`config.mk`:
```
export PLATFORM = sky130hd
export DESIGN_NAME = sensor_pad_io_control
export DESIGN_NICKNAME = d
export VERILOG_FILES = /design/src/pad_ctrl_pkg.sv /design/src/pad_cfg_if.sv /design/src/sensor_pad_io_control.sv /design/src/pad_mux.sv
export VERILOG_INCLUDE_DIRS = /design/src
export SDC_FILE = /design/constraint.sdc
export NUM_CORES = 1
export LEC_CHECK = 0
export ABC_CLOCK_PERIOD_IN_PS = 1700
export BUFFER_PORTS_ARGS = -buffer_cell sky130_fd_sc_hd__buf_2
export CORE_ASPECT_RATIO = 0.6
export CORE_MARGIN = 4
export CORE_UTILIZATION = 50
export CTS_BUF_LIST = sky130_fd_sc_hd__clkbuf_4
export CTS_CLUSTER_SIZE = 12
export DETAILED_ROUTE_END_ITERATION = 16
export PLACE_DENSITY_LB_ADDON = 0.05
export SYNTH_ARGS = -nofsm -noshare
export SYNTH_HDL_FRONTEND = slang
export SYNTH_SLANG_ARGS = --single-unit
```
`constraint.sdc`:
```
create_clock -name clock_in -period 1.7 [get_ports clock_in]
set_input_delay 0.255 -clock clock_in [delete_from_list [all_inputs] [get_ports clock_in]]
set_output_delay 0.255 -clock clock_in [all_outputs]
set_load 0.005 [all_outputs]
```
`src/pad_ctrl_consts.svh`:
```
// Register offsets, field positions and reset values for the pad control block.
`ifndef PAD_CTRL_CONSTS_SVH
`define PAD_CTRL_CONSTS_SVH
`define ADDR_DIR_B 16'h3001
`define ADDR_DIR_A 16'h3002
`define ADDR_VAL_B 16'h3004
`define ADDR_VAL_A 16'h3005
`define ADDR_SRC_B 16'h3007
`define ADDR_SRC_A 16'h3008
`define ADDR_DRIVE 16'h3009
`define REG_RESET 8'h00
`define DRIVE_UNITS_RESET 4'h1
`define DRIVE_LSB 5
`define DRIVE_MSB 6
`define BIT_VSYNC 7
`define BIT_LINE 6
`define BIT_TRIG_DIR 4
`define BIT_TRIG_SRC 5
`define BIT_TRIG_VAL 4
`define BIT_STROBE_SRC 4
`define BIT_STROBE_VAL 2
`define BIT_FSYNC 3
`define BIT_GP0 0
`define BIT_GP1 1
`define BIT_GP2 0
`define BIT_GP3 1
`define BIT_GP3_VAL 0
`define BIT_GP4 2
`define NUM_PADS 10
`endif

```
`src/pad_ctrl_pkg.sv`:
```
// Types shared by the pad control modules.
package pad_ctrl_pkg;
    typedef logic [7:0] reg_byte_t;
    typedef logic [15:0] reg_addr_t;
    typedef logic [9:0] pad_vec_t;
    typedef logic [3:0] drive_units_t;
endpackage

```
`src/pad_cfg_if.sv`:
```
// Per-pad configuration carried from the register file to the pad mux.
`timescale 1ns/1ns
interface pad_cfg_if;
    import pad_ctrl_pkg::*;
    pad_vec_t dir;
    pad_vec_t src;
    pad_vec_t val;
    modport regs (output dir, output src, output val);
    modport mux (input dir, input src, input val);
endinterface

```
`src/sensor_pad_io_control.sv`:
```
// Register file and pad control for the auxiliary sensor pads.
// Operation
// - Two-bit field sets drive strength from one to four units.
// - Each pad is input or output; output from data path or register.
// - Vertical sync uses bit 7: direction, select, value.
// - Line-valid pad uses bit 6; select 0 drives internal horizontal sync.
// - Exposure trigger: direction bit 4, select bit 5, value bit 4.
// - Strobe is output only; select bit 4, value bit 2.
// - Frame sync uses bit 3; select 0 drives illumination control.
// - General pad 1 uses bit 1 of the first register set.
// - General pad 2 uses bit 0 of the second register set.
// - General pad 3: direction and select bit 1, value bit 0.
// - General pad 4 uses bit 2 of the second register set.
// - Frame sync is high-impedance in shutdown, input after; test pin is input.
// - Sync, trigger and general pads are high-impedance at and after reset.
`timescale 1ns/1ns
`include "pad_ctrl_consts.svh"
module sensor_pad_io_control (
    // Clock and reset
    input wire logic clock_in,
    input wire logic rst_in,
    input wire logic shutdown_reset_n_in,
    input wire logic test_mode_pin_in,
    // Register port
    input wire logic reg_wr_in,
    input wire logic reg_rd_in,
    input wire pad_ctrl_pkg::reg_addr_t reg_addr_in,
    input wire pad_ctrl_pkg::reg_byte_t reg_wdata_in,
    output pad_ctrl_pkg::reg_byte_t reg_rdata_out,
    // Internal data path sources
    input wire logic vsync_int_in,
    input wire logic hsync_int_in,
    input wire logic trigger_int_in,
    input wire logic strobe_int_in,
    input wire logic illum_int_in,
    input wire logic [4:0] gp_int_in,
    // Pads: order vsync, line, trigger, strobe, frame sync, gp0..gp4
    input wire pad_ctrl_pkg::pad_vec_t pad_i_in,
    output pad_ctrl_pkg::pad_vec_t pad_o_out,
    output pad_ctrl_pkg::pad_vec_t pad_oe_out,
    output pad_ctrl_pkg::pad_vec_t pad_level_out,
    output pad_ctrl_pkg::drive_units_t drive_units_out
);
    import pad_ctrl_pkg::*;

    ////////////////////////////////////////////////////////////////////////////////
    reg_byte_t pad_direction_a;
    reg_byte_t pad_direction_b;
    reg_byte_t pad_out_value_a;
    reg_byte_t pad_out_value_b;
    reg_byte_t pad_out_source_a;
    reg_byte_t pad_out_source_b;
    reg_byte_t pad_drive_strength;
    wire in_reset = rst_in || !shutdown_reset_n_in;
    wire sel_dir_a = reg_addr_in == `ADDR_DIR_A;
    wire sel_dir_b = reg_addr_in == `ADDR_DIR_B;
    wire sel_val_a = reg_addr_in == `ADDR_VAL_A;
    wire sel_val_b = reg_addr_in == `ADDR_VAL_B;
    wire sel_src_a = reg_addr_in == `ADDR_SRC_A;
    wire sel_src_b = reg_addr_in == `ADDR_SRC_B;
    wire sel_drive = reg_addr_in == `ADDR_DRIVE;
    wire wr_dir_a = reg_wr_in && sel_dir_a;
    wire wr_dir_b = reg_wr_in && sel_dir_b;
    wire wr_val_a = reg_wr_in && sel_val_a;
    wire wr_val_b = reg_wr_in && sel_val_b;
    wire wr_src_a = reg_wr_in && sel_src_a;
    wire wr_src_b = reg_wr_in && sel_src_b;
    wire wr_drive = reg_wr_in && sel_drive;

    // Shutdown low clears the registers as well, so all pads but strobe come back high-impedance.
    always_ff @(posedge clock_in) begin
        if (in_reset) pad_direction_a <= `REG_RESET;
        else if (wr_dir_a) pad_direction_a <= reg_wdata_in;
    end

    always_ff @(posedge clock_in) begin
        if (in_reset) pad_direction_b <= `REG_RESET;
        else if (wr_dir_b) pad_direction_b <= reg_wdata_in;
    end

    always_ff @(posedge clock_in) begin
        if (in_reset) pad_out_value_a <= `REG_RESET;
        else if (wr_val_a) pad_out_value_a <= reg_wdata_in;
    end

    always_ff @(posedge clock_in) begin
        if (in_reset) pad_out_value_b <= `REG_RESET;
        else if (wr_val_b) pad_out_value_b <= reg_wdata_in;
    end

    always_ff @(posedge clock_in) begin
        if (in_reset) pad_out_source_a <= `REG_RESET;
        else if (wr_src_a) pad_out_source_a <= reg_wdata_in;
    end

    always_ff @(posedge clock_in) begin
        if (in_reset) pad_out_source_b <= `REG_RESET;
        else if (wr_src_b) pad_out_source_b <= reg_wdata_in;
    end

    always_ff @(posedge clock_in) begin
        if (in_reset) pad_drive_strength <= `REG_RESET;
        else if (wr_drive) pad_drive_strength <= reg_wdata_in;
    end

    ////////////////////////////////////////////////////////////////////////////////
    reg_byte_t next_rdata;
    always_comb begin
        if (sel_dir_a) next_rdata = pad_direction_a;
        else if (sel_dir_b) next_rdata = pad_direction_b;
        else if (sel_val_a) next_rdata = pad_out_value_a;
        else if (sel_val_b) next_rdata = pad_out_value_b;
        else if (sel_src_a) next_rdata = pad_out_source_a;
        else if (sel_src_b) next_rdata = pad_out_source_b;
        else if (sel_drive) next_rdata = pad_drive_strength;
        else next_rdata = 8'h00;
    end
    always_ff @(posedge clock_in) begin
        if (in_reset) reg_rdata_out <= `REG_RESET;
        else if (reg_rd_in) reg_rdata_out <= next_rdata;
    end

    ////////////////////////////////////////////////////////////////////////////////
    pad_cfg_if cfg ();
    // Strobe has no direction bit, so it is an output from the first clock edge after reset clears.
    wire vsync_dir = pad_direction_a[`BIT_VSYNC];
    wire line_dir = pad_direction_a[`BIT_LINE];
    wire trig_dir = pad_direction_a[`BIT_TRIG_DIR];
    wire strobe_dir = 1'b1;
    wire fsync_dir = pad_direction_a[`BIT_FSYNC];
    wire gp0_dir = pad_direction_a[`BIT_GP0];
    wire gp1_dir = pad_direction_a[`BIT_GP1];
    wire gp2_dir = pad_direction_b[`BIT_GP2];
    wire gp3_dir = pad_direction_b[`BIT_GP3];
    wire gp4_dir = pad_direction_b[`BIT_GP4];
    // Software must also clear the analog enable for gp0; that bit lives elsewhere.
    wire vsync_src = pad_out_source_a[`BIT_VSYNC];
    wire line_src = pad_out_source_a[`BIT_LINE];
    wire trig_src = pad_out_source_a[`BIT_TRIG_SRC];
    wire strobe_src = pad_out_source_a[`BIT_STROBE_SRC];
    wire fsync_src = pad_out_source_a[`BIT_FSYNC];
    wire gp0_src = pad_out_source_a[`BIT_GP0];
    wire gp1_src = pad_out_source_a[`BIT_GP1];
    wire gp2_src = pad_out_source_b[`BIT_GP2];
    wire gp3_src = pad_out_source_b[`BIT_GP3];
    wire gp4_src = pad_out_source_b[`BIT_GP4];
    // Gp3 shares gp2's value bit, so both follow one bit until a separate one is confirmed.
    wire vsync_val = pad_out_value_a[`BIT_VSYNC];
    wire line_val = pad_out_value_a[`BIT_LINE];
    wire trig_val = pad_out_value_a[`BIT_TRIG_VAL];
    wire strobe_val = pad_out_value_a[`BIT_STROBE_VAL];
    wire fsync_val = pad_out_value_a[`BIT_FSYNC];
    wire gp0_val = pad_out_value_a[`BIT_GP0];
    wire gp1_val = pad_out_value_a[`BIT_GP1];
    wire gp2_val = pad_out_value_b[`BIT_GP2];
    wire gp3_val = pad_out_value_b[`BIT_GP3_VAL];
    wire gp4_val = pad_out_value_b[`BIT_GP4];
    assign cfg.dir = {gp4_dir,
                      gp3_dir,
                      gp2_dir,
                      gp1_dir,
                      gp0_dir,
                      fsync_dir,
                      strobe_dir,
                      trig_dir,
                      line_dir,
                      vsync_dir};
    assign cfg.src = {gp4_src,
                      gp3_src,
                      gp2_src,
                      gp1_src,
                      gp0_src,
                      fsync_src,
                      strobe_src,
                      trig_src,
                      line_src,
                      vsync_src};
    assign cfg.val = {gp4_val,
                      gp3_val,
                      gp2_val,
                      gp1_val,
                      gp0_val,
                      fsync_val,
                      strobe_val,
                      trig_val,
                      line_val,
                      vsync_val};
    wire pad_vec_t internal_src = {gp_int_in, illum_int_in, strobe_int_in,
                                   trigger_int_in, hsync_int_in, vsync_int_in};
    pad_vec_t mux_oe;
    pad_mux u_mux (
        .clock_in(clock_in),
        .rst_in(in_reset),
        .cfg(cfg.mux),
        .internal_in(internal_src),
        .pad_o_out(pad_o_out),
        .pad_oe_out(mux_oe)
    );
    // The strobe enable drops in reset with the rest, as every enable is one flip-flop.
    assign pad_oe_out = mux_oe;

    ////////////////////////////////////////////////////////////////////////////////
    wire [1:0] drive_code = pad_drive_strength[`DRIVE_MSB:`DRIVE_LSB];
    wire drive_units_t next_drive_units = 4'({2'b00, drive_code} + 4'h1);
    wire pad_vec_t next_level = pad_i_in & ~mux_oe;
    always_ff @(posedge clock_in) begin
        if (in_reset) drive_units_out <= `DRIVE_UNITS_RESET;
        else drive_units_out <= next_drive_units;
    end

    always_ff @(posedge clock_in) begin
        if (in_reset) pad_level_out <= '0;
        else pad_level_out <= next_level;
    end
    // The test pin is input only and has no control here.
    wire unused_tm = test_mode_pin_in;
endmodule // sensor_pad_io_control

```
`src/pad_mux.sv`:
```
// Output mux and enable generation for every configurable pad.
`timescale 1ns/1ns
module pad_mux (
    // Clock and reset
    input wire logic clock_in,
    input wire logic rst_in,
    // Configuration
    pad_cfg_if.mux cfg,
    input wire pad_ctrl_pkg::pad_vec_t internal_in,
    // Pad drive
    output pad_ctrl_pkg::pad_vec_t pad_o_out,
    output pad_ctrl_pkg::pad_vec_t pad_oe_out
);
    import pad_ctrl_pkg::*;
    pad_vec_t next_o;
    pad_vec_t next_oe;
    genvar i;
    generate
        for (i = 0; i < 10; i = i + 1) begin : g_pad
            // Select picks register value or internal path.
            assign next_o[i] = cfg.src[i] ? cfg.val[i] : internal_in[i];
            // An input never drives, but select and value still sit ready for output.
            assign next_oe[i] = cfg.dir[i];
        end
    endgenerate
    always_ff @(posedge clock_in) begin
        if (rst_in) begin
            pad_o_out <= '0;
            pad_oe_out <= '0;
        end else begin
            pad_o_out <= next_o;
            pad_oe_out <= next_oe;
        end
    end
endmodule // pad_mux

```
==> key figures, run 1 <==
Clocking
  • Setup bufs post-CTS: 0
  • Inserted Clock Buffers: 9
  • Clock sinks: 97
  • Longest Clk Path Bufs: 2
  • Clk root buf: clkbuf_4
  • Worst-path clk slew: 0.14 ns
  • H-tree Lvls: 3
  • CTS tree: yes
  • Cts hold-fix bufs: 0
  • # resized after CTS: 0
  • Worst skew pair latency: 0.43 ns

Outcome
  • Outcome: finished, final reports clean

Global routing
  • Vias in the first global route: 3174
  • GRT overflow: 0
  • Largest net degree at the start of global routing: 58
  • First-pass GRT wire length: 16.1 mm
  • Antenna violations before repair: 0
  • GR Util All Layers: 0.219

Final layout
  • FF+latch area: 1940 um^2
  • Area of the multi-input gates: 1820 um^2
  • # fillers: 649
  • Synthesis-to-layout area growth: 23.0%
  • Layout cells sized above 1: 0.293
  • Commonest cells after routing, fill and taps aside: dfxtp_1 (97), buf_2 (89), nand2_1 (54)
  • Fin nets: 575
  • Commonest non-fill, non-tap cell in the layout: dfxtp_1
  • Non-filler cells in the finished layout: 633
  • # diodes: 0

Synth
  • Syn Nets: 467
  • Syn Inst Count: 416
  • Post-Syn Area: 3910 um^2
  • Avg Cell Area, Syn: 9.41 um^2
  • Area contributors post-synth: dfxtp_1 (50%), mux2i_1 (10%), nand2_1 (5.2%)
  • Seq/Total Area, Yosys: 0.496
  • Post-synth cell types: 45
  • Cell taking the most area after synthesis: dfxtp_1
  • Synth warnings: 0
  • Synth Register Bits: 97
  • Area share of the largest cell type after synthesis: 0.496

Floorplanning
  • Chip Width: 122 um
  • Initial Util: 0.527
  • Height of the die: 76.5 um
  • Row count: 24
  • Die Area: 9350 um^2
  • # IOs: 92
  • Total core area: 7420 um^2

Power and ir drop
  • Worst vdd ir: 0.609 mV
  • Power, Total: 3810 uW
  • P per Cell Area: 792 nW/um^2
  • Leak: 0.00196 uW

Drt
  • Wire length on met2: 4.38 mm
  • Uppermost routed layer: met4
  • 1st-pass router iterations: 4
  • DR vias: 3380
  • Metal3 WL: 987 um
  • DRT iter0 DRCs: 272
  • DR WL/cell: 15.9 um
  • DRC viols: 0
  • DRT antenna net count: 0
  • Via/cell ratio: 5.34
  • DRT Wirelength: 10.1 mm
  • M1 wire length: 4.65 mm

Critical path
  • Worst path slowest cell: nor4_4
  • Slowest stage delay, CP: 0.38 ns
  • Nature of the critical path endpoint: flop
  • Worst path depth: 7
  • R2R depth: 5
  • Bufs and invs on worst path: 2
  • CP top delay family: simple AND/OR/NAND/NOR gates
  • CP max FO: 6
  • Crit path required time: 2.01 ns
  • Crit Path Class: primary input to flop
  • Startpoint types: primary input
  • WP data arrival: 1.64 ns
  • CP Cell Sequence: buf_2, nor4_4, nand2_1, nor3_4, buf_12, mux2i_1, nor2_1

Timing
  • Worst Clk Skew: 0.00684 ns
  • RSZ-0062 raised after global routing: false
  • Fin. Hold Viols: 0
  • Rel. slew slack: 0.584
  • Peak Freq: 750 MHz
  • Final hold slack: 0.0435 ns
  • Final-report setup violation count: 0
  • Minimum clock period: 1.33 ns
  • Fin crit share: 0.784
  • Worst-Margin Slew: 0.624 ns
  • Slew Limit Fails: 0

Place
  • I/O Buffers: 89
  • Post-detail-place hpwl: 7.35 mm
  • Post-Place Cells: 617
  • GP Congestion: 0.879

Worst hold path
  • Hold Path Class: primary input to flop
  • Hold depth: 3

Run
  • Max_cap viols: 0
metal layers:
layer	vias up	track usage
li1	1679	-
met1	1576	0.322
met2	120	0.318
met3	5	0.0601
met4	0	0.0447
met5	-	0
worst paths after layout:
kind | from | slack, ns | end
max | reg_addr_in[9] | 0.37 | pad_out_value_a[5]
min | trigger_int_in | 0.04 | u_mux.pad_o_out[2]
max reg2reg | pad_drive_strength[4] | 0.41 | reg_rdata_out[4]
min reg2reg | u_mux.pad_oe_out[1] | 0.42 | pad_level_out[1]
flip-flops by register name, summed over array words and instances, names as in the netlist:
name                flops
pad_level_out          10
u_mux.pad_o_out        10
u_mux.pad_oe_out       10
pad_direction_a         8
pad_direction_b         8
pad_drive_strength      8
pad_out_source_a        8
pad_out_source_b        8
pad_out_value_a         8
pad_out_value_b         8
reg_rdata_out           8
drive_units_out         3
logic make-up (layout without fill, tap and decap cells):
| group | Yosys count | after routing | share of synthesized area |
|---|---|---|---|
| and+or+nand+nor | 165 | 165 | 0.230 |
| other | 1 | 1 | 0.000958 |
| DFF | 97 | 97 | 0.496 |
| buffers and inverters | 33 | 146 | 0.0381 |
| AOI/OAI and AO/OA | 80 | 80 | 0.132 |
| adders and majority gates | 1 | 1 | 0.00320 |
| muxes | 39 | 39 | 0.0998 |
synthesized netlist by cell type (all sizes together):
master,count
a21o,1
a21oi,17
a22o,8
a31oi,7
a41oi,1
and2,10
and2b,1
and3,2
and4bb,1
buf,12
clkbuf,15
conb,1
dfxtp,97
ha,1
inv,6
mux2i,39
nand2,54
nand2b,5
nand3,21
nand3b,1
nand4,3
nor2,44
nor2b,4
nor3,2
nor3b,11
nor4,4
nor4b,2
o211ai,1
o21a,1
o21ai,28
o221ai,13
o22ai,1
o311ai,1
o32ai,1
metrics by stage:
step	setup TNS, ns	cell area (um^2)	util	setup slack [ns]
2_1_floorplan	0	3910	-	0.0169
3_3_place_gp	-0.985	4680	0.631	-0.0617
3_5_place_dp	-2.50	4680	0.631	-0.0979
4_1_cts	0	4810	0.649	0.380
5_1_grt	0	4810	0.649	0.270
6_report	0	4810	0.649	0.367
worst min-delay path, stage by stage:
cell and delay (ns):
buf_2 0.07, mux2i_1 0.05, nor2_1 0.07
power by group:
group          switching [uW]  internal (uW)
clock network             714            491
registers                6.56           2300
logic                     174            128
total                     894           2920
layout make-up:
type                       instances  area share
inverter                           6     0.00468
clock buffer                      12      0.0187
clock inverter                     4     0.00910
multi-input combinational        286       0.379
sequential                        97       0.404
timing repair buffer             124       0.158
tap                              104      0.0270
(Power assumes the default switching activity.)
==> inputs of run 2 (changes only) <==
--- a/config.mk
+++ b/config.mk
@@ -6,11 +6,11 @@
 export SDC_FILE = /design/constraint.sdc
 export NUM_CORES = 1
 export LEC_CHECK = 0
-export ABC_CLOCK_PERIOD_IN_PS = 1700
+export ABC_CLOCK_PERIOD_IN_PS = 1300
 export BUFFER_PORTS_ARGS = -buffer_cell sky130_fd_sc_hd__buf_2
 export CORE_ASPECT_RATIO = 0.6
 export CORE_MARGIN = 4
-export CORE_UTILIZATION = 50
+export CORE_UTILIZATION = 55
 export CTS_BUF_LIST = sky130_fd_sc_hd__clkbuf_4
 export CTS_CLUSTER_SIZE = 12
 export DETAILED_ROUTE_END_ITERATION = 16
==> constraint.sdc (replaced) <==
create_clock -name clock_in -period 1.3 [get_ports clock_in]
set_input_delay 0.195 -clock clock_in [delete_from_list [all_inputs] [get_ports clock_in]]
set_output_delay 0.195 -clock clock_in [all_outputs]
set_load 0.005 [all_outputs]
==> run 2 against run 1 <==
Compared with the run above: power rose by 27%; global-route usage rose by 3.9 points; sequential share of layout area fell by 1.9 points; die area fell by 8.3%; clock skew rose by 0.0092 ns; core utilization rose by 9.6 points; count of clock-buffer cells in the layout did not move; final cell count rose by 0.47%; critical path type unchanged; largest power group unchanged; register-to-register slack got worse by 0.32 ns; setup slack got worse by 0.33 ns.
==> key figures, run 2 (synthesis results as in run 1) <==
Power and ir drop
  • Worst vdd ir: 0.735 mV (+21%)
  • Leak: 0.00205 uW (+4.5%)
  • P per Cell Area: 958 nW/um^2 (+21%)

Global routing
  • Antenna violations before repair: 0 (unchanged)
  • Vias in the first global route: 3338 (+5.2%)
  • GR Util All Layers: 0.258 (+0.0394)
  • GRT overflow: 0 (unchanged)
  • Largest net degree at the start of global routing: 58 (unchanged)
  • First-pass GRT wire length: 16.9 mm (+5.3%)

Place
  • GP Congestion: 0.843 (-4.1%)
  • Post-detail-place hpwl: 7.56 mm (+2.9%)
  • Post-DP Area: 4710 um^2 (+0.80%)
  • I/O Buffers: 89 (unchanged)

Floorplanning
  • Row count: 23 (-4.2%)
  • Initial Util: 0.576 (+0.0486)
  • Total core area: 6790 um^2 (-8.4%)
  • Height of the die: 73.3 um (-4.2%)
  • Die Area: 8570 um^2 (-8.3%)
  • # IOs: 92 (unchanged)
  • Chip Width: 117 um (-4.3%)

Final layout
  • Fin nets: 595 (+3.5%)
  • Synthesis-to-layout area growth: 29.2%
  • Commonest cells after routing, fill and taps aside: dfxtp_1 (96), buf_2 (88), nand2_1 (54)
  • Final instance area: 5060 um^2 (+5.1%)
  • Final Util: 0.744 (+0.0959)
  • # fillers: 513 (-21%)
  • Layout cells sized above 1: 0.302 (+0.00936)
  • Commonest non-fill, non-tap cell in the layout: dfxtp_1
  • # diodes: 0 (unchanged)
  • Regs by FF count: pad_level_out: 10 flops, u_mux.pad_o_out: 10 flops, u_mux.pad_oe_out: 10 flops

Critical path
  • Crit Path Class: primary input to flop
  • WP data arrival: 1.64 ns (about the same)
  • Startpoint types: primary input
  • Nature of the critical path endpoint: flop
  • Crit path required time: 1.68 ns (-0.33 ns)
  • CP max FO: 6 (unchanged)

Clocking
  • Worst skew pair latency: 0.44 ns (about the same)
  • Clk root buf: clkbuf_4
  • Setup bufs post-CTS: 0 (unchanged)
  • CTS tree: yes
  • Inserted Clock Buffers: 9 (unchanged)
  • H-tree Lvls: 3 (unchanged)
  • Worst-path clk slew: 0.14 ns (about the same)
  • Longest Clk Path Bufs: 2 (unchanged)
  • Clock sinks: 97 (unchanged)

Timing
  • Slew Limit Fails: 0 (unchanged)
  • Minimum clock period: 1.26 ns
  • Fin crit share: 0.969
  • Fin. Hold Viols: 0 (unchanged)
  • Peak Freq: 794 MHz
  • RSZ-0062 raised after global routing: true
  • Setup TNS: 0 ns (unchanged)
  • Final-report setup violation count: 0 (unchanged)
  • Worst Clk Skew: 0.0160 ns (+0.00915 ns)

Drt
  • DRC viols: 0 (unchanged)
  • 1st-pass router iterations: 5 (+1)
  • DRT antenna net count: 0 (unchanged)
  • DRT iter0 DRCs: 281 (+3.3%)
  • Via/cell ratio: 5.51 (+3.2%)
  • DR vias: 3504 (+3.7%)
  • DR WL/cell: 16.4 um (+2.8%)
  • DRT Wirelength: 10.4 mm (+3.3%)

Worst hold path
  • Hold Path Class: primary input to flop

Outcome
  • Outcome: finished, final reports clean

Run
  • Max_cap viols: 0 (unchanged)
## run 2: changes by cell type in the layout (fill, tap and decap cells not counted), moves of 2 or more
cell,delta
nor4b_4,+2
buf_6,+2
o21ai_0,-13
nand3_2,+4
nand3_1,-4
o21ai_1,+12
dlygate4sd3_1,+19
## run 2: metal layers
metal  up-vias  track usage  wire [um]
met3        10       0.0626        776
met1      1664        0.359       4710
met5         -            0          0
met2       112        0.402       4830
met4         0       0.0725        102
li1       1718            -          -
## run 2: power breakdown
group | internal, uW | total [uW] | switching [uW]
combinational | 214 | 458 | 245
sequential | 3000 | 3010 | 9.52
clock | 445 | 1370 | 924
total | 3660 | 4840 | 1180
## run 2: layout make-up
cell class | instances | area (um^2) | share of cell area
multi-input cells | 286 | 1890 | 0.374
well taps | 87 | 109 | 0.0215
clock buffers | 12 | 90.1 | 0.0178
clock inverters | 4 | 20.0 | 0.00396
inverters | 6 | 22.5 | 0.00445
repair buffers | 144 | 978 | 0.194
flip-flops and latches | 97 | 1940 | 0.384
## run 2: worst max-delay path, cell delays in order
cell,delay [ns]
buf_2,0.12
nor4_4,0.37
nand4_4,0.24
nor4_4,0.34
buf_4,0.21
nand3_1,0.09
o21ai_1,0.09
## run 2: final timing paths
path         cells past startpoint                  to  slack, ns           startpoint
max                              7  pad_out_value_b[0]       0.04       reg_addr_in[5]
min                              3  u_mux.pad_o_out[3]       0.03        strobe_int_in
max reg2reg                      5    reg_rdata_out[4]       0.09   pad_out_value_a[4]
min reg2reg                      1    pad_level_out[8]       0.42  u_mux.pad_oe_out[8]
## run 2: through the flow
stage	cells	total power, uW	setup WS (ns)	hold WS, ns
6_report	636	4840	0.0405	0.0259
5_1_grt	636	5070	-0.0302	0.0271
4_1_cts	634	4860	0.00417	0.00131
3_5_place_dp	601	3490	-0.436	0.402
3_3_place_gp	601	3480	-0.394	0.398
2_1_floorplan	416	3250	-0.323	0.325
## run 2: timing repair
item / 4_1_cts / 5_1_grt
resized for setup: 1 / 15
endpoints found under the setup margin: 1 / 17
pin swaps: 0 / 4
gates cloned: 0 / 0
endpoints found under the hold margin: 17 / 2
hold buffers: 17 / 2
